**config.mk**
```make
export PLATFORM = sky130hd
export DESIGN_NAME = phy_tuning_register_bank
export DESIGN_NICKNAME = d
export VERILOG_FILES = /design/src/pkg/phy_tuning_pkg.sv /design/src/verilog/phy_tuning_register_bank.sv
export SDC_FILE = /design/constraint.sdc
export NUM_CORES = 1
export LEC_CHECK = 0
export ABC_AREA = 0
export BUFFER_PORTS_ARGS = -buffer_cell sky130_fd_sc_hd__buf_2
export CAP_MARGIN = 10
export CORE_MARGIN = 3
export CORE_UTILIZATION = 53
export CTS_CLUSTER_DIAMETER = 200
export DETAILED_ROUTE_END_ITERATION = 8
export GPL_ROUTABILITY_DRIVEN = 0
export HOLD_SLACK_MARGIN = 0.05
export PLACE_DENSITY = 0.82
export SYNTH_ARGS = -nofsm -noshare
export SYNTH_HDL_FRONTEND = slang
export SYNTH_SLANG_ARGS = --single-unit
```
**constraint.sdc**
```tcl
create_clock -name CLOCK -period 2.25 [get_ports CLOCK]
set_input_delay 0.225 -clock CLOCK [delete_from_list [all_inputs] [get_ports CLOCK]]
set_output_delay 0.225 -clock CLOCK [all_outputs]
set_load 0.02 [all_outputs]
```
**src/pkg/phy_tuning_pkg.sv**
```systemverilog
// Package: register indices, field positions and reset values of the tuning bank.
package phy_tuning_pkg;
    localparam int          REG_INDEX_W        = 8;
    // Printed offsets are register indices; byte address is four times that.
    localparam logic [7:0]  IDX_CLOCK_DELAY    = 8'h86;
    localparam logic [7:0]  IDX_RX_EQ_CONFIG   = 8'h8A;
    localparam logic [7:0]  IDX_FINE_GAIN_AB   = 8'hA0;
    localparam logic [7:0]  IDX_FINE_GAIN_CD   = 8'hA1;
    localparam logic [7:0]  IDX_DRIVER_AB      = 8'hA2;
    localparam logic [7:0]  IDX_DRIVER_CD      = 8'hA3;
    localparam logic [7:0]  IDX_RX_LOWPASS     = 8'hB3;
    localparam logic [7:0]  IDX_RX_EQ_ENABLE   = 8'hC0;
    localparam logic [7:0]  IDX_CLOCK_OUT      = 8'hC6;
    localparam logic [7:0]  IDX_SYNC_FIFO      = 8'hE9;
    localparam logic [7:0]  IDX_LOOPBACK       = 8'hFE;
    // Writable bit masks; all other bits ignore writes and read zero.
    localparam logic [15:0] MASK_CLOCK_DELAY   = 16'h00FF;
    localparam logic [15:0] MASK_FINE_GAIN     = 16'h0F0F;
    localparam logic [15:0] MASK_DRIVER        = 16'h3F3F;
    localparam logic [15:0] MASK_CLOCK_OUT     = 16'h0010;
    localparam int          TEST_CLOCK_BIT     = 4;
    localparam int          OVERRIDE_HI_BIT    = 13;
    localparam int          OVERRIDE_LO_BIT    = 5;
    // Reset values.
    localparam logic [3:0]  DELAY_RESET_CODE   = 4'h7;
    localparam logic [15:0] RST_RX_EQ_CONFIG   = 16'h0000;
    localparam logic [15:0] RST_DRIVER         = 16'h1010;
    localparam logic [15:0] RST_CLOCK_OUT      = 16'h0000;
    localparam logic [15:0] RST_SYNC_FIFO      = 16'h9F22;
    localparam logic [15:0] RST_LOOPBACK       = 16'h0001;
    localparam logic [15:0] RST_RX_LOWPASS     = 16'h0000;
    localparam logic [15:0] RST_RX_EQ_ENABLE   = 16'h0000;
    localparam logic [1:0]  HTRANS_NONSEQ      = 2'h2;
    localparam logic [2:0]  HSIZE_WORD         = 3'h2;
endpackage

```
**src/verilog/phy_tuning_register_bank.sv**
```systemverilog
// Module: AHB-Lite register bank of transceiver tuning and delay settings.
//
// Register access over AHB-Lite was decided locally.
`timescale 1ns/1ps
// What this block does
// - Transmit clock delay is bits 7:4, code 0001 is 0.50 ns to 4.00 ns.
// - Receive clock delay is bits 3:0, same encoding as transmit.
// - Both packages reset delays to 0111; small package then loads straps after release.
// - Reserved bits of delay and clock-out registers ignore writes, read zero.
// - Fine gain fields reset to trim; 1000 is no change, 2 percent steps.
// - Second channel gain in bits 11:8, first in 3:0, shared encoding.
// - Swing field drives the channel only while its force bit is set.
// - Force bits reset to zero; C and D swings reset to 10000.
// - Clock-out bit 4 routes internal transmit clock to clock output pin.
module phy_tuning_register_bank
    import phy_tuning_pkg::*;
#(
    parameter logic [15:0] FINE_GAIN_TRIM_AB = 16'h0808, // Trim value.
    parameter logic [15:0] FINE_GAIN_TRIM_CD = 16'h0808, // Trim value.
    parameter logic        LARGE_PACKAGE     = 1'b1      // Package option.
) (
    input  wire logic        CLOCK,            // 20 MHz clock.
    input  wire logic        RST_B,            // Async reset, active low.
    input  wire logic        HSEL,             // Slave select.
    input  wire logic [31:0] HADDR,            // Byte address.
    input  wire logic [1:0]  HTRANS,           // Transfer type.
    input  wire logic        HWRITE,           // Write when high.
    input  wire logic [2:0]  HSIZE,            // Transfer size.
    input  wire logic [31:0] HWDATA,           // Write data.
    input  wire logic        HREADY,           // Bus ready in.
    output logic      [31:0] HRDATA,           // Read data.
    output logic             HREADYOUT,        // Always ready.
    output logic             HRESP,            // Always OKAY.
    input  wire logic [3:0]  STRAP_TX_DELAY,   // Small package strap pins.
    input  wire logic [3:0]  STRAP_RX_DELAY,   // Small package strap pins.
    input  wire logic        INTERNAL_TRANSMIT_CLOCK, // Test clock source.
    input  wire logic        NORMAL_CLOCK_OUT, // Normal clock-out source.
    output logic             CLOCK_OUT,        // Clock output pin.
    output logic      [3:0]  TX_DELAY_CODE,    // Transmit delay select.
    output logic      [3:0]  RX_DELAY_CODE,    // Receive delay select.
    output logic      [15:0] FINE_GAIN_AB,     // Channels B:A gain.
    output logic      [15:0] FINE_GAIN_CD,     // Channels D:C gain.
    output logic      [4:0]  DRIVER_SWING_CHAN_A, // Effective swing.
    output logic      [4:0]  DRIVER_SWING_CHAN_B, // Effective swing.
    output logic      [4:0]  DRIVER_SWING_CHAN_C, // Effective swing.
    output logic      [4:0]  DRIVER_SWING_CHAN_D, // Effective swing.
    output logic      [3:0]  SWING_OVERRIDE,   // Force bits D,C,B,A.
    output logic      [15:0] EQUALIZER_SETTING_WORD, // Equalizer config.
    output logic      [15:0] LOWPASS_SETTING_WORD,   // Low-pass config.
    output logic      [15:0] EQUALIZER_ENABLE_WORD,  // Equalizer enable.
    output logic      [15:0] SYNC_FIFO_WORD,         // Sync FIFO config.
    output logic      [15:0] LOOPBACK_SETTING_WORD   // Loopback config.
);

    typedef struct packed {
        logic        wr_pend;
        logic [7:0]  wr_idx;
        logic        strap_done;
        logic [1:0]  strap_wait;
        logic [7:0]  strap_s1;
        logic [7:0]  strap_s2;
        logic [15:0] clock_delay;
        logic [15:0] rx_eq_config;
        logic [15:0] fine_gain_ab;
        logic [15:0] fine_gain_cd;
        logic [15:0] driver_ab;
        logic [15:0] driver_cd;
        logic [15:0] rx_lowpass;
        logic [15:0] rx_eq_enable;
        logic [15:0] clock_out;
        logic [15:0] sync_fifo;
        logic [15:0] loopback;
        logic [31:0] rdata;
    } state_t;

    // Strap-independent reset image; delays start at 0111 on both packages
    // and the small package loads 00 on the first two edges after release, then the synchronised straps on the third.
    localparam state_t STATE_RESET = '{
        wr_pend:      1'b0,
        wr_idx:       8'h00,
        strap_done:   1'b0,
        strap_wait:   2'h0,
        strap_s1:     8'h00,
        strap_s2:     8'h00,
        clock_delay:  {8'h00, DELAY_RESET_CODE, DELAY_RESET_CODE},
        rx_eq_config: RST_RX_EQ_CONFIG,
        fine_gain_ab: FINE_GAIN_TRIM_AB & MASK_FINE_GAIN,
        fine_gain_cd: FINE_GAIN_TRIM_CD & MASK_FINE_GAIN,
        driver_ab:    RST_DRIVER,
        driver_cd:    RST_DRIVER,
        rx_lowpass:   RST_RX_LOWPASS,
        rx_eq_enable: RST_RX_EQ_ENABLE,
        clock_out:    RST_CLOCK_OUT,
        sync_fifo:    RST_SYNC_FIFO,
        loopback:     RST_LOOPBACK,
        rdata:        32'h0000_0000
    };

    state_t state_reg;
    state_t state_next;

    logic       addr_take;
    logic [7:0] addr_idx;
    logic       addr_ok;

    assign addr_take = HSEL && HREADY && (HTRANS == HTRANS_NONSEQ);
    assign addr_idx  = HADDR[9:2];
    assign addr_ok   = (HADDR[31:10] == 22'h000000) && (HADDR[1:0] == 2'h0);

    function automatic logic [15:0] read_reg(input state_t s,
                                             input logic [7:0] idx);
        logic [15:0] val;
        val = 16'h0000;
        if (idx == IDX_CLOCK_DELAY) begin
            val = s.clock_delay & MASK_CLOCK_DELAY;
        end else if (idx == IDX_RX_EQ_CONFIG) begin
            val = s.rx_eq_config;
        end else if (idx == IDX_FINE_GAIN_AB) begin
            val = s.fine_gain_ab;
        end else if (idx == IDX_FINE_GAIN_CD) begin
            val = s.fine_gain_cd;
        end else if (idx == IDX_DRIVER_AB) begin
            val = s.driver_ab;
        end else if (idx == IDX_DRIVER_CD) begin
            val = s.driver_cd;
        end else if (idx == IDX_RX_LOWPASS) begin
            val = s.rx_lowpass;
        end else if (idx == IDX_RX_EQ_ENABLE) begin
            val = s.rx_eq_enable;
        end else if (idx == IDX_CLOCK_OUT) begin
            val = s.clock_out & MASK_CLOCK_OUT;
        end else if (idx == IDX_SYNC_FIFO) begin
            val = s.sync_fifo;
        end else if (idx == IDX_LOOPBACK) begin
            val = s.loopback;
        end
        return val;
    endfunction

    always_comb begin
        logic [15:0] wd;
        wd = HWDATA[15:0];
        state_next = state_reg;
        state_next.strap_s1 = {STRAP_TX_DELAY, STRAP_RX_DELAY};
        state_next.strap_s2 = state_reg.strap_s1;
        // Straps load once, after both synchroniser stages hold levels
        // taken since release; a delay write landing before then is lost on the small package.
        if (!state_reg.strap_done) begin
            state_next.strap_wait = state_reg.strap_wait + 2'h1;
            state_next.strap_done = (state_reg.strap_wait == 2'h2);
        end
        // Data phase of a write.
        if (state_reg.wr_pend) begin
            if (state_reg.wr_idx == IDX_CLOCK_DELAY) begin
                state_next.clock_delay = wd & MASK_CLOCK_DELAY;
            end else if (state_reg.wr_idx == IDX_RX_EQ_CONFIG) begin
                state_next.rx_eq_config = wd;
            end else if (state_reg.wr_idx == IDX_FINE_GAIN_AB) begin
                state_next.fine_gain_ab = wd & MASK_FINE_GAIN;
            end else if (state_reg.wr_idx == IDX_FINE_GAIN_CD) begin
                state_next.fine_gain_cd = wd & MASK_FINE_GAIN;
            end else if (state_reg.wr_idx == IDX_DRIVER_AB) begin
                state_next.driver_ab = wd & MASK_DRIVER;
            end else if (state_reg.wr_idx == IDX_DRIVER_CD) begin
                state_next.driver_cd = wd & MASK_DRIVER;
            end else if (state_reg.wr_idx == IDX_RX_LOWPASS) begin
                state_next.rx_lowpass = wd;
            end else if (state_reg.wr_idx == IDX_RX_EQ_ENABLE) begin
                state_next.rx_eq_enable = wd;
            end else if (state_reg.wr_idx == IDX_CLOCK_OUT) begin
                state_next.clock_out = wd & MASK_CLOCK_OUT;
            end else if (state_reg.wr_idx == IDX_SYNC_FIFO) begin
                state_next.sync_fifo = wd;
            end else if (state_reg.wr_idx == IDX_LOOPBACK) begin
                state_next.loopback = wd;
            end
        end
        // One-time strap load on the small package; requests are expected
        // from the third edge after release, when the load has been made.
        if (!LARGE_PACKAGE && !state_reg.strap_done) begin
            state_next.clock_delay = {8'h00, state_reg.strap_s2};
        end
        // Address phase.
        state_next.wr_pend = addr_take && HWRITE && addr_ok &&
                             (HSIZE == HSIZE_WORD);
        state_next.wr_idx  = addr_idx;
        if (addr_take && !HWRITE && addr_ok) begin
            state_next.rdata = {16'h0000, read_reg(state_reg, addr_idx)};
        end else if (addr_take) begin
            state_next.rdata = 32'h0000_0000;
        end
    end

    always_ff @(posedge CLOCK or negedge RST_B) begin
        if (!RST_B) begin
            state_reg <= STATE_RESET;
        end else begin
            state_reg <= state_next;
        end
    end

    assign HRDATA    = state_reg.rdata;
    assign HREADYOUT = 1'b1;
    assign HRESP     = 1'b0;

    assign TX_DELAY_CODE = state_reg.clock_delay[7:4];
    assign RX_DELAY_CODE = state_reg.clock_delay[3:0];
    assign FINE_GAIN_AB  = state_reg.fine_gain_ab;
    assign FINE_GAIN_CD  = state_reg.fine_gain_cd;
    assign SWING_OVERRIDE = {state_reg.driver_cd[OVERRIDE_HI_BIT],
                             state_reg.driver_cd[OVERRIDE_LO_BIT],
                             state_reg.driver_ab[OVERRIDE_HI_BIT],
                             state_reg.driver_ab[OVERRIDE_LO_BIT]};
    // Without the force bit the analog default swing applies; we present
    // the reset swing so downstream logic always sees a legal code.
    assign DRIVER_SWING_CHAN_A = SWING_OVERRIDE[0] ?
        state_reg.driver_ab[4:0] : RST_DRIVER[4:0];
    assign DRIVER_SWING_CHAN_B = SWING_OVERRIDE[1] ?
        state_reg.driver_ab[12:8] : RST_DRIVER[12:8];
    assign DRIVER_SWING_CHAN_C = SWING_OVERRIDE[2] ?
        state_reg.driver_cd[4:0] : RST_DRIVER[4:0];
    assign DRIVER_SWING_CHAN_D = SWING_OVERRIDE[3] ?
        state_reg.driver_cd[12:8] : RST_DRIVER[12:8];
    assign EQUALIZER_SETTING_WORD = state_reg.rx_eq_config;
    assign LOWPASS_SETTING_WORD   = state_reg.rx_lowpass;
    assign EQUALIZER_ENABLE_WORD  = state_reg.rx_eq_enable;
    assign SYNC_FIFO_WORD         = state_reg.sync_fifo;
    assign LOOPBACK_SETTING_WORD  = state_reg.loopback;
    assign CLOCK_OUT = state_reg.clock_out[TEST_CLOCK_BIT] ?
        INTERNAL_TRANSMIT_CLOCK : NORMAL_CLOCK_OUT;

    // Assertions.
    delay_reserved_a: assert property (
        @(posedge CLOCK) disable iff (!RST_B)
        state_reg.clock_delay[15:8] == 8'h00)
        else $error("Delay reserved bits set.");
    clkout_reserved_a: assert property (
        @(posedge CLOCK) disable iff (!RST_B)
        (state_reg.clock_out & ~MASK_CLOCK_OUT) == 16'h0000)
        else $error("Clock-out reserved bits set.");
    delay_write_a: assert property (
        @(posedge CLOCK) disable iff (!RST_B)
        state_reg.wr_pend && state_reg.wr_idx == IDX_CLOCK_DELAY
        |=> TX_DELAY_CODE == $past(HWDATA[7:4]))
        else $error("Transmit delay not written.");
    rx_delay_write_a: assert property (
        @(posedge CLOCK) disable iff (!RST_B)
        state_reg.wr_pend && state_reg.wr_idx == IDX_CLOCK_DELAY
        |=> RX_DELAY_CODE == $past(HWDATA[3:0]))
        else $error("Receive delay not written.");
    gain_mask_a: assert property (
        @(posedge CLOCK) disable iff (!RST_B)
        (FINE_GAIN_AB & ~MASK_FINE_GAIN) == 16'h0000)
        else $error("Gain reserved bits set.");
    gain_hold_a: assert property (
        @(posedge CLOCK) disable iff (!RST_B)
        !(state_reg.wr_pend && state_reg.wr_idx == IDX_FINE_GAIN_CD)
        |=> $stable(FINE_GAIN_CD))
        else $error("Gain changed without write.");
    swing_force_a: assert property (
        @(posedge CLOCK) disable iff (!RST_B)
        SWING_OVERRIDE[3] |-> DRIVER_SWING_CHAN_D ==
        state_reg.driver_cd[12:8])
        else $error("Forced swing not applied.");
    swing_default_a: assert property (
        @(posedge CLOCK) disable iff (!RST_B)
        !SWING_OVERRIDE[0] |-> DRIVER_SWING_CHAN_A == 5'h10)
        else $error("Unforced swing wrong.");
    clock_route_a: assert property (
        @(posedge CLOCK) disable iff (!RST_B)
        state_reg.clock_out[TEST_CLOCK_BIT] |->
        CLOCK_OUT == INTERNAL_TRANSMIT_CLOCK)
        else $error("Test clock not routed.");
    loop_hold_a: assert property (
        @(posedge CLOCK) disable iff (!RST_B)
        !(state_reg.wr_pend && state_reg.wr_idx == IDX_LOOPBACK)
        |=> $stable(LOOPBACK_SETTING_WORD))
        else $error("Loopback changed without write.");
    read_back_a: assert property (
        @(posedge CLOCK) disable iff (!RST_B)
        addr_take && !HWRITE && addr_ok && addr_idx == IDX_SYNC_FIFO
        && !state_reg.wr_pend |=> HRDATA[15:0] == SYNC_FIFO_WORD)
        else $error("Read back mismatch.");
    strap_load_a: assert property (
        @(posedge CLOCK) disable iff (!RST_B)
        !LARGE_PACKAGE && !state_reg.strap_done &&
        state_reg.strap_wait == 2'h2
        |=> state_reg.clock_delay[7:0] == $past(state_reg.strap_s2))
        else $error("Strap delays not loaded.");
    gain_write_a: assert property (
        @(posedge CLOCK) disable iff (!RST_B)
        state_reg.wr_pend && state_reg.wr_idx == IDX_FINE_GAIN_AB
        |=> FINE_GAIN_AB == ($past(HWDATA[15:0]) & MASK_FINE_GAIN))
        else $error("Gain not written.");
    gain_cd_mask_a: assert property (
        @(posedge CLOCK) disable iff (!RST_B)
        (FINE_GAIN_CD & ~MASK_FINE_GAIN) == 16'h0000)
        else $error("Gain reserved bits set.");
    driver_mask_a: assert property (
        @(posedge CLOCK) disable iff (!RST_B)
        ((state_reg.driver_ab | state_reg.driver_cd) & ~MASK_DRIVER) ==
        16'h0000)
        else $error("Driver reserved bits set.");
    swing_a_force_a: assert property (
        @(posedge CLOCK) disable iff (!RST_B)
        SWING_OVERRIDE[0] |-> DRIVER_SWING_CHAN_A ==
        state_reg.driver_ab[4:0])
        else $error("Forced swing A not applied.");
    swing_b_force_a: assert property (
        @(posedge CLOCK) disable iff (!RST_B)
        SWING_OVERRIDE[1] |-> DRIVER_SWING_CHAN_B ==
        state_reg.driver_ab[12:8])
        else $error("Forced swing B not applied.");
    swing_b_default_a: assert property (
        @(posedge CLOCK) disable iff (!RST_B)
        !SWING_OVERRIDE[1] |-> DRIVER_SWING_CHAN_B == 5'h10)
        else $error("Unforced swing B wrong.");
    swing_d_default_a: assert property (
        @(posedge CLOCK) disable iff (!RST_B)
        !SWING_OVERRIDE[3] |-> DRIVER_SWING_CHAN_D == 5'h10)
        else $error("Unforced swing D wrong.");
    clock_normal_a: assert property (
        @(posedge CLOCK) disable iff (!RST_B)
        !state_reg.clock_out[TEST_CLOCK_BIT] |->
        CLOCK_OUT == NORMAL_CLOCK_OUT)
        else $error("Normal clock not routed.");
    clock_out_write_a: assert property (
        @(posedge CLOCK) disable iff (!RST_B)
        state_reg.wr_pend && state_reg.wr_idx == IDX_CLOCK_OUT |=>
        state_reg.clock_out[TEST_CLOCK_BIT] == $past(HWDATA[TEST_CLOCK_BIT]))
        else $error("Clock-out select not written.");
    eq_hold_a: assert property (
        @(posedge CLOCK) disable iff (!RST_B)
        !(state_reg.wr_pend && state_reg.wr_idx == IDX_RX_EQ_CONFIG)
        |=> $stable(EQUALIZER_SETTING_WORD))
        else $error("Equalizer word changed without write.");
    loop_write_a: assert property (
        @(posedge CLOCK) disable iff (!RST_B)
        state_reg.wr_pend && state_reg.wr_idx == IDX_LOOPBACK
        |=> LOOPBACK_SETTING_WORD == $past(HWDATA[15:0]))
        else $error("Loopback word not written.");
    bad_addr_read_a: assert property (
        @(posedge CLOCK) disable iff (!RST_B)
        addr_take && !HWRITE && !addr_ok
        |=> HRDATA == 32'h0000_0000)
        else $error("Bad address read not zero.");
    write_seen_c: cover property (@(posedge CLOCK) disable iff (!RST_B)
        state_reg.wr_pend && state_reg.wr_idx == IDX_CLOCK_DELAY);
    read_seen_c: cover property (@(posedge CLOCK) disable iff (!RST_B)
        addr_take && !HWRITE);
    test_clock_c: cover property (@(posedge CLOCK) disable iff (!RST_B)
        state_reg.clock_out[TEST_CLOCK_BIT]);
    strap_load_c: cover property (@(posedge CLOCK) disable iff (!RST_B)
        !LARGE_PACKAGE && $rose(state_reg.strap_done));
    bad_addr_c: cover property (@(posedge CLOCK) disable iff (!RST_B)
        addr_take && !addr_ok);

endmodule // phy_tuning_register_bank

```
==> flow_summary_export.csv, run 1 <==
group,metric,value,unit
run_status,status,"complete, no violations",
synth,yosys-top-cells-area,"dfrtp_1 37%, mux2_2 15%, buf_4 14%",
drt,vias,6825,
clock_tree,numClockSinks,154,
drt,drt-pass1-iter-count,6,
finish,drive_above_1_share,46.8,%
timing,finalHoldViolations,0,
die,dieHeight,135,microns
grt,gr-total-overflow,0,
synth,synth-seq-cells,154,
synth,ys.flop_type,"dfrtp_1",
clock_tree,clkTransAtPathRegs,0.06,ns
clock_tree,cts_tree,"built",
grt,grt_max_degree,46,
timing,hold_ws,0.0931,ns
drt,wl,25900,microns
synth,ys_types,69,
timing,relSlewSlack,56.3,%
worst_setup_path,rr_startpoint,"state_reg[233]",
timing,finalCritPeriodShare,99.8,%
clock_tree,cts_root_buf,"clkbuf_16",
synth,yosys.area.top_type,"dfrtp_1",
grt,antenna_found_initial,0,
finish,largest_reg_flops,30,
synth,synth_top_area_share,37.3,%
place,port_buffers,204,
worst_setup_path,endpoint_kind,"flip-flop",
pwr,leakagePower,4.67,nW
drt,drtAntennaViolNets,0,
drt,vias_per_cell,5.94,
finish,layout-area-overhead-vs-synth,13.0,%
synth,yosysMostFrequentCell,"buf_4",
finish,antenna_cells,0,
clock_tree,cts_setup_buffers,0,
timing,worstMarginPinSlew,0.656,ns
synth,yosysWarnings,0,
worst_setup_path,path_class,"input port to flip-flop",
job,max_cap_viol_count,0,
timing,fmax,0.445,GHz
pwr,p_comb_share,10.4,%
clock_tree,clock_latency,0.43,ns
synth,synthCells,810,
worst_setup_path,crit_fanout,10,
pwr,switching_power,1.69,mW
die,rows,46,
worst_setup_path,cp-startpoint,"HADDR[7]",
synth,synth-edff-count,0,
pwr,vdd_drop_max,0.000496,V
die,die_x,135,microns
timing,rsz0062_at_grt,"no",
timing,tns,0,ns
die,core,16100,sq um
synth,ys_seq_area_share,44.2,%
pwr,p_int,5.11,mW
timing,finalSetupViolCount,0,
finish,fin_util,61.8,%
pwr,seq_power_share,43.8,%
synth,syn_area,8780,sq um
pwr,sw_frac_of_total,24.8,%
hold_path,worstHoldStart,"HWDATA[15]",
worst_setup_path,worst_setup_path_start_kind,"input port",
pwr,power.density,685,nW/um^2
drt,initialDrtViolationCount,717,
clock_tree,cts_inserted_buffers,17,
clock_tree,cts_buffer_depth,2,
grt,grt_pass1_vias,6853,
drt,routedWlPerCell,22.6,microns
die,die_area,18200,sq um
synth,synthArstFlopShare,100,%
pwr,power_frac_clock,45.8,%
clock_tree,cts.htree.levels,4,
timing,slew_viol_final,0,
synth,yosys-top-cells-count,"158 x buf_4, 131 x dfrtp_1, 114 x mux2_2, 54 x nand2_1, 25 x o21ai_0",
worst_setup_path,crit_required,2.56,ns
finish,fillers,1295,
place,hpwl,19000,microns
hold_path,hp-class,"input port to flip-flop",
worst_setup_path,cp.arrival,2.55,ns
die,ios,263,
synth,syn_area_per_cell,10.8,sq um
timing,layout_min_cycle_time,2.25,ns
grt,grt_use_total,28.4,%
die,start_util,54.7,%
finish,nets,1004,
timing,clock_skew,0.00689,ns
grt,grt_pass1_wl,39100,microns
drt,route.detailed.drc,0,
[worst paths after layout]
kind	to	cells past startpoint	slack (ns)
setup / recovery	HRDATA[8]	8	0.005
hold / removal	LOOPBACK_SETTING_WORD[15]	3	0.09
setup reg to reg	LOWPASS_SETTING_WORD[14]	5	0.28
hold reg to reg	HRDATA[6]	2	0.49
max in group asynchronous	TX_DELAY_CODE[0]	3	1.16
min in group asynchronous	state_reg[129]	2	0.28
[power by group through the flow]
stage          clock (mW)  sequential, mW  combinational (mW)
6_report             3.11            2.98               0.708
3_5_place_dp            0            3.02               0.689
3_3_place_gp            0            3.02               0.677
5_1_grt              3.26            2.99               0.757
4_1_cts              3.14            2.98               0.707
2_1_floorplan           0            2.99               0.527
[layout by cell type, fill, tap and decap left out, types with 13 or more instances in the layout]
cell / count
conb_1: 34
clkbuf_16: 17
buf_2: 203
inv_1: 16
a22oi_1: 13
a21oi_1: 16
buf_4: 41
dfrtp_1: 131
nand2_1: 54
mux2_2: 114
nor2_1: 15
and2_1: 22
nand3_1: 22
o21ai_0: 25
dfstp_2: 23
[kinds of logic after synthesis]
group	synth area share, %
other cells	0.0855
xor+xnor	0.0997
simple gates	12.7
compound gates	9.81
mux	17.0
flops	44.2
buf+inv	16.1
[routing by layer]
layer | vias up | track usage [%] | wire (microns)
li1 | 2928 | - | -
met1 | 3365 | 37.0 | 9900
met2 | 451 | 45.9 | 12300
met3 | 81 | 6.33 | 2730
met4 | 0 | 12.3 | 958
met5 | - | 0 | 0
[cell type report]
type / instances / area, sq um / area share [%]
well taps: 216 / 270 / 2.72
clock buffers: 22 / 484 / 4.88
clock inverters: 10 / 163 / 1.64
multi-input cells: 476 / 3620 / 36.5
flip-flops and latches: 154 / 3880 / 39.1
inverters: 16 / 60.1 / 0.605
repair buffers: 255 / 1450 / 14.6
[timing repair]
item / 4_1_cts / 5_1_grt
endpoints found under the setup margin: 0 / 7
gates resized for setup: 0 / 2
endpoints found under the hold margin: 40 / 0
hold buffers: 9 / 0
[per-stage QoR]
| stage | total power [mW] | setup WS [ns] | cells | instance area, sq um |
|---|---|---|---|---|
| 2_1_floorplan | 3.52 | 0.332 | 842 | 8900 |
| 3_5_place_dp | 3.71 | -0.0739 | 1108 | 9180 |
| 4_1_cts | 6.82 | 0.0276 | 1149 | 9920 |
| 6_report | 6.80 | 0.00484 | 1149 | 9930 |
| 5_1_grt | 7.01 | 0.00537 | 1149 | 9930 |
| 3_3_place_gp | 3.69 | 0.0966 | 1108 | 9180 |
[critical path, cell delays in order]
cell           delay, ns
dlygate4sd3_1       0.57
buf_2               0.20
nor4b_2             0.58
nand3_2             0.30
buf_4               0.27
o21a_1              0.13
a32oi_1             0.19
nand2_1             0.08
No activity file was read; power rests on OpenSTA's default activity.
==> run 2: changes to the inputs <==
--- a/config.mk
+++ b/config.mk
@@ -8,13 +8,15 @@
 export ABC_AREA = 0
 export BUFFER_PORTS_ARGS = -buffer_cell sky130_fd_sc_hd__buf_2
 export CAP_MARGIN = 10
+export CELL_PAD_IN_SITES_DETAIL_PLACEMENT = 1
+export CELL_PAD_IN_SITES_GLOBAL_PLACEMENT = 1
 export CORE_MARGIN = 3
-export CORE_UTILIZATION = 53
+export CORE_UTILIZATION = 40
 export CTS_CLUSTER_DIAMETER = 200
 export DETAILED_ROUTE_END_ITERATION = 8
 export GPL_ROUTABILITY_DRIVEN = 0
 export HOLD_SLACK_MARGIN = 0.05
-export PLACE_DENSITY = 0.82
+export PLACE_DENSITY_LB_ADDON = 0.1
 export SYNTH_ARGS = -nofsm -noshare
 export SYNTH_HDL_FRONTEND = slang
 export SYNTH_SLANG_ARGS = --single-unit
==> run 2 against run 1 <==
Compared with the run above: wire length increased by 11%; clock power decreased by 8.7%; total power decreased by 3.9%; sequential share of layout area about the same.
==> flow_summary_export.csv, run 2 (same netlist as run 1, synthesis figures left out) <==
group,metric,value,unit
clock_tree,numClockSinks,154,
clock_tree,clkTransAtPathRegs,0.06,ns
place,hpwl,21900,microns
drt,drt-pass1-iter-count,5,
job,max_cap_viol_count,0,
finish,fin_cells,1204,
worst_setup_path,endpoint_kind,"flip-flop",
pwr,power.density,659,nW/um^2
finish,drive_above_1_share,46.7,%
worst_setup_path,rr_startpoint,"state_reg[233]",
grt,grt_pass1_vias,7072,
worst_setup_path,rr_worst_depth,5,
place,dp_cells,1169,
worst_setup_path,path_class,"input port to flip-flop",
die,die_x,154,microns
finish,layout_common_cells,"203 x buf_2, 131 x dfrtp_1, 114 x mux2_2",
timing,finalHoldViolations,0,
timing,layout_min_cycle_time,2.07,ns
grt,antenna_found_initial,0,
timing,worstMarginPinSlew,0.628,ns
pwr,switching_power,1.68,mW
finish,largest_reg_flops,30,
grt,gr-total-overflow,0,
die,core,21300,sq um
drt,vias_per_cell,5.45,
clock_tree,cts_buffer_depth,2,
drt,route.detailed.drc,0,
clock_tree,cts_root_buf,"clkbuf_16",
clock_tree,clock_latency,0.43,ns
drt,wl,28700,microns
pwr,p_comb_share,10.8,%
worst_setup_path,ff2ff_setup_slack,0.20,ns
finish,antenna_cells,0,
place,pre_cts_ws,-0.116,ns
drt,initialDrtViolationCount,289,
hold_path,min_delay_path_depth,3,
pwr,sw_frac_of_total,25.6,%
pwr,power_frac_clock,43.5,%
worst_setup_path,crit_required,2.56,ns
finish,final_common_cell,"buf_2",
timing,slew_viol_final,0,
finish,final_area,9910,sq um
drt,routedWlPerCell,23.8,microns
hold_path,holdPathEnd,"LOOPBACK_SETTING_WORD[15]",
timing,finalSetupViolCount,0,
pwr,leakagePower,4.64,nW
pwr,vdd_drop_max,0.000515,V
clock_tree,cts_inserted_buffers,17,
timing,finalCritPeriodShare,92.1,%
worst_setup_path,worstReg2RegEnd,"LOWPASS_SETTING_WORD[4]",
die,rows,53,
die,dieHeight,154,microns
grt,grt_use_total,23.9,%
drt,vias,6567,
worst_setup_path,worst_setup_path_start_kind,"input port",
die,start_util,41.3,%
grt,grt_pass1_wl,43300,microns
place,port_buffers,204,
timing,timing.final.ws_setup,0.179,ns
timing,relSlewSlack,58.2,%
grt,grt_max_degree,58,
hold_path,hp-class,"input port to flip-flop",
die,die_area,23800,sq um
hold_path,worstHoldStart,"HWDATA[15]",
place,dpl-instance-area,9290,sq um
timing,clock_skew,0.00966,ns
timing,tns,0,ns
clock_tree,cts.htree.levels,4,
worst_setup_path,crit_fanout,10,
die,ios,263,
worst_setup_path,cp.arrival,2.38,ns
clock_tree,cts_tree,"built",
drt,drtAntennaViolNets,0,
pwr,seq_power_share,45.7,%
timing,fmax,0.483,GHz
finish,layout-area-overhead-vs-synth,12.9,%
run_status,status,"complete, no violations",
timing,rsz0062_at_grt,"no",
finish,nets,1000,
pwr,p_int,4.86,mW
[run 2: per-stage QoR]
stage	total power, mW	utilization, %	hold slack, ns
after CTS	6.60	46.5	0.0705
after global routing	6.78	46.6	0.0906
after detailed placement	3.74	43.7	0.242
after global placement	3.72	43.7	0.231
final	6.53	46.6	0.0814
after floorplan	3.52	-	-0.0706
[run 2: worst max-delay path by stage]
stage | slack (ns) | from | to | cells after the start
5_1_grt | 0.12 | HADDR[8] | HRDATA[5] | 8
4_1_cts | 0.04 | HADDR[8] | HRDATA[1] | 7
3_5_place_dp | -0.12 | HADDR[22] | HRDATA[12] | 6
2_1_floorplan | 0.33 | state_reg[233] | LOWPASS_SETTING_WORD[0] | 6
3_3_place_gp | 0.04 | HADDR[22] | HRDATA[12] | 6
6_report | 0.18 | HADDR[8] | HRDATA[1] | 7
[run 2: what timing repair did]
item | CTS | global route
resized for setup | 0 | 2
endpoints found under the setup margin | 0 | 7
hold buffers | 3 | 0
hold endpoints to repair | 49 | 0
buffers inserted | 0 | 0
[run 2: routing by layer]
layer	wire length, microns	up-vias	track usage, %
met5	0	-	0
met4	619	0	7.36
met3	1660	35	4.39
met2	14200	247	41.4
met1	12200	3359	30.3
li1	-	2926	-
[run 2: worst max-delay path, stage by stage]
cell and delay [ns]:
dlygate4sd3_1 0.53, buf_2 0.19, nor4bb_2 0.46, nand4_1 0.33, o22ai_1 0.34, nor4b_1 0.11, a21o_1 0.19
[run 2: power groups by stage]
stage / combinational (mW) / sequential [mW] / clock [mW]
after floorplan: 0.527 / 2.99 / 0
final: 0.709 / 2.98 / 2.84
after global routing: 0.762 / 3.00 / 3.02
after global placement: 0.691 / 3.02 / 0
after detailed placement: 0.707 / 3.03 / 0
after CTS: 0.714 / 2.98 / 2.90
[run 2: final cells by class]
type                            instances  area (sq um)
Timing Repair Buffer                  251          1430
Tap cell                              275           344
Fill cell                            2382         11400
Inverter                               16          60.1
Clock buffer                           26           489
Multi-Input combinational cell        476          3620
Clock inverter                          6          90.1
Sequential cell                       154          3880
==> run 3: changes to the inputs <==
--- a/config.mk
+++ b/config.mk
@@ -7,7 +7,7 @@
 export LEC_CHECK = 0
 export ABC_AREA = 0
 export BUFFER_PORTS_ARGS = -buffer_cell sky130_fd_sc_hd__buf_2
-export CAP_MARGIN = 10
+export CAP_MARGIN = 20
 export CELL_PAD_IN_SITES_DETAIL_PLACEMENT = 1
 export CELL_PAD_IN_SITES_GLOBAL_PLACEMENT = 1
 export CORE_MARGIN = 3
@@ -15,7 +15,7 @@
 export CTS_CLUSTER_DIAMETER = 200
 export DETAILED_ROUTE_END_ITERATION = 8
 export GPL_ROUTABILITY_DRIVEN = 0
-export HOLD_SLACK_MARGIN = 0.05
+export HOLD_SLACK_MARGIN = 0.12
 export PLACE_DENSITY_LB_ADDON = 0.1
 export SYNTH_ARGS = -nofsm -noshare
 export SYNTH_HDL_FRONTEND = slang
==> run 3 against run 2 <==
Compared with the run above: die area is the same; worst hold slack gained 0.059 ns; clock power barely moved; non-clock buffer count up 8; critical path type unchanged; highest routed layer unchanged; critical path depth increased by 1; first-iteration DRC count rose by 12%; global-route usage hardly changed; design area increased by 0.82%; worst setup slack worse by 0.069 ns.
==> flow_summary_export.csv, run 3 (same netlist as run 1, synthesis figures left out) <==
group,metric,value,unit
job,max_cap_viol_count,0,
drt,vias_per_cell,5.42,
run_status,status,"complete, no violations",
grt,grt_pass1_wl,43400,microns
timing,fmax,0.467,GHz
timing,hold_ws,0.141,ns
die,rows,53,
grt,grt_pass1_vias,7116,
finish,final_area,10000,sq um
finish,drive_above_1_share,46.3,%
place,dpl-instance-area,9290,sq um
clock_tree,cts_root_buf,"clkbuf_16",
place,port_buffers,204,
grt,antenna_found_initial,0,
pwr,leakagePower,4.67,nW
die,die_area,23800,sq um
place,dp_cells,1169,
die,dieHeight,154,microns
clock_tree,numClockSinks,154,
timing,slew_viol_final,0,
drt,route.detailed.drc,0,
timing,finalHoldViolations,0,
clock_tree,clkTransAtPathRegs,0.06,ns
die,start_util,41.3,%
finish,final_common_cell,"buf_2",
clock_tree,cts.htree.levels,4,
drt,routedWlPerCell,23.7,microns
drt,initialDrtViolationCount,323,
drt,drt-pass1-iter-count,5,
timing,clock_skew,0.0107,ns
finish,layout_common_cells,"203 x buf_2, 131 x dfrtp_1, 114 x mux2_2",
finish,fin_util,47.0,%
die,core,21300,sq um
timing,rsz0062_at_grt,"no",
timing,worstMarginPinSlew,0.631,ns
hold_path,hp-class,"input port to flip-flop",
finish,fin_cells,1212,
timing,relSlewSlack,57.9,%
die,ios,263,
finish,antenna_cells,0,
drt,vias,6566,
timing,finalSetupViolCount,0,
grt,grt_use_total,23.9,%
drt,wl,28700,microns
worst_setup_path,cp.arrival,2.50,ns
grt,gr-total-overflow,0,
place,hpwl,21900,microns
drt,drtAntennaViolNets,0,
clock_tree,cts_tree,"built",
pwr,power.density,655,nW/um^2
worst_setup_path,crit_fanout,16,
timing,tns,0,ns
clock_tree,cts_buffer_depth,2,
die,die_x,154,microns
clock_tree,cts_setup_buffers,0,
finish,largest_reg_flops,30,
worst_setup_path,endpoint_kind,"flip-flop",
grt,grt_max_degree,58,
pwr,vdd_drop_max,0.000515,V
finish,nets,1008,
timing,layout_min_cycle_time,2.14,ns
worst_setup_path,worst_setup_path_start_kind,"input port",
worst_setup_path,ff2ff_setup_slack,0.20,ns
worst_setup_path,path_class,"input port to flip-flop",
timing,finalCritPeriodShare,95.1,%
clock_tree,cts_inserted_buffers,17,
worst_setup_path,crit_required,2.61,ns
clock_tree,clock_latency,0.43,ns
finish,layout-area-overhead-vs-synth,13.8,%
==> run 3: power breakdown <==
| group | internal (mW) | total, mW | leakage, nW | switching, mW |
|---|---|---|---|---|
| Combinational | 0.258 | 0.719 | 2.54 | 0.461 |
| Clock | 1.73 | 2.84 | 0.279 | 1.12 |
| Sequential | 2.88 | 2.98 | 1.85 | 0.0999 |
==> run 3: final cells by class <==
class                   count  area, sq um
clock inverters             6         90.1
fillers                  2380        11300
multi-input cells         476         3620
repair buffers            259         1510
clock buffers              26          489
well taps                 275          344
inverters                  16         60.1
flip-flops and latches    154         3880
==> run 3: per-layer routing <==
layer  wire length (microns)  vias to the layer above  track usage, %  part of all wire, %
li1                        -                     2934               -                    -
met1                   12200                     3366            30.4                   43
met2                   14200                      231            41.5                   50
met3                    1610                       35            4.36                  5.6
met4                     621                        0            7.36                  2.2
met5                       0                        -               0                    0
==> run 3: worst paths after layout <==
kind / startpoint / end / cells past startpoint
worst max-delay path: HADDR[4] / HRDATA[11] / 8
worst min-delay path: HWDATA[7] / TX_DELAY_CODE[3] / 2
worst max register to register: state_reg[233] / LOWPASS_SETTING_WORD[4] / 5
worst min register to register: HRDATA[7] / HRDATA[7] / 2
max in group asynchronous: RST_B / SYNC_FIFO_WORD[8] / 3
min in group asynchronous: RST_B / FINE_GAIN_AB[1] / 2
==> run 3: stage by stage <==
step	power (mW)	setup slack, ns
6_report	6.55	0.110
5_1_grt	6.79	0.00611
4_1_cts	6.61	0.0377
3_5_place_dp	3.74	-0.116
3_3_place_gp	3.72	0.0437
2_1_floorplan	3.52	0.332
==> run 3: repair_timing <==
action	in CTS	in global routing
hold buffers	11	0
resized for setup	0	3
endpoints found under the setup margin	0	8
hold endpoints to repair	69	0
==> run 3: worst max-delay path: stages <==
cell and delay (ns):
dlygate4sd3_1 0.53, buf_2 0.31, and4bb_2 0.37, and2_0 0.21, a2111oi_1 0.44, buf_4 0.21
o221ai_1 0.11, nand2_1 0.09
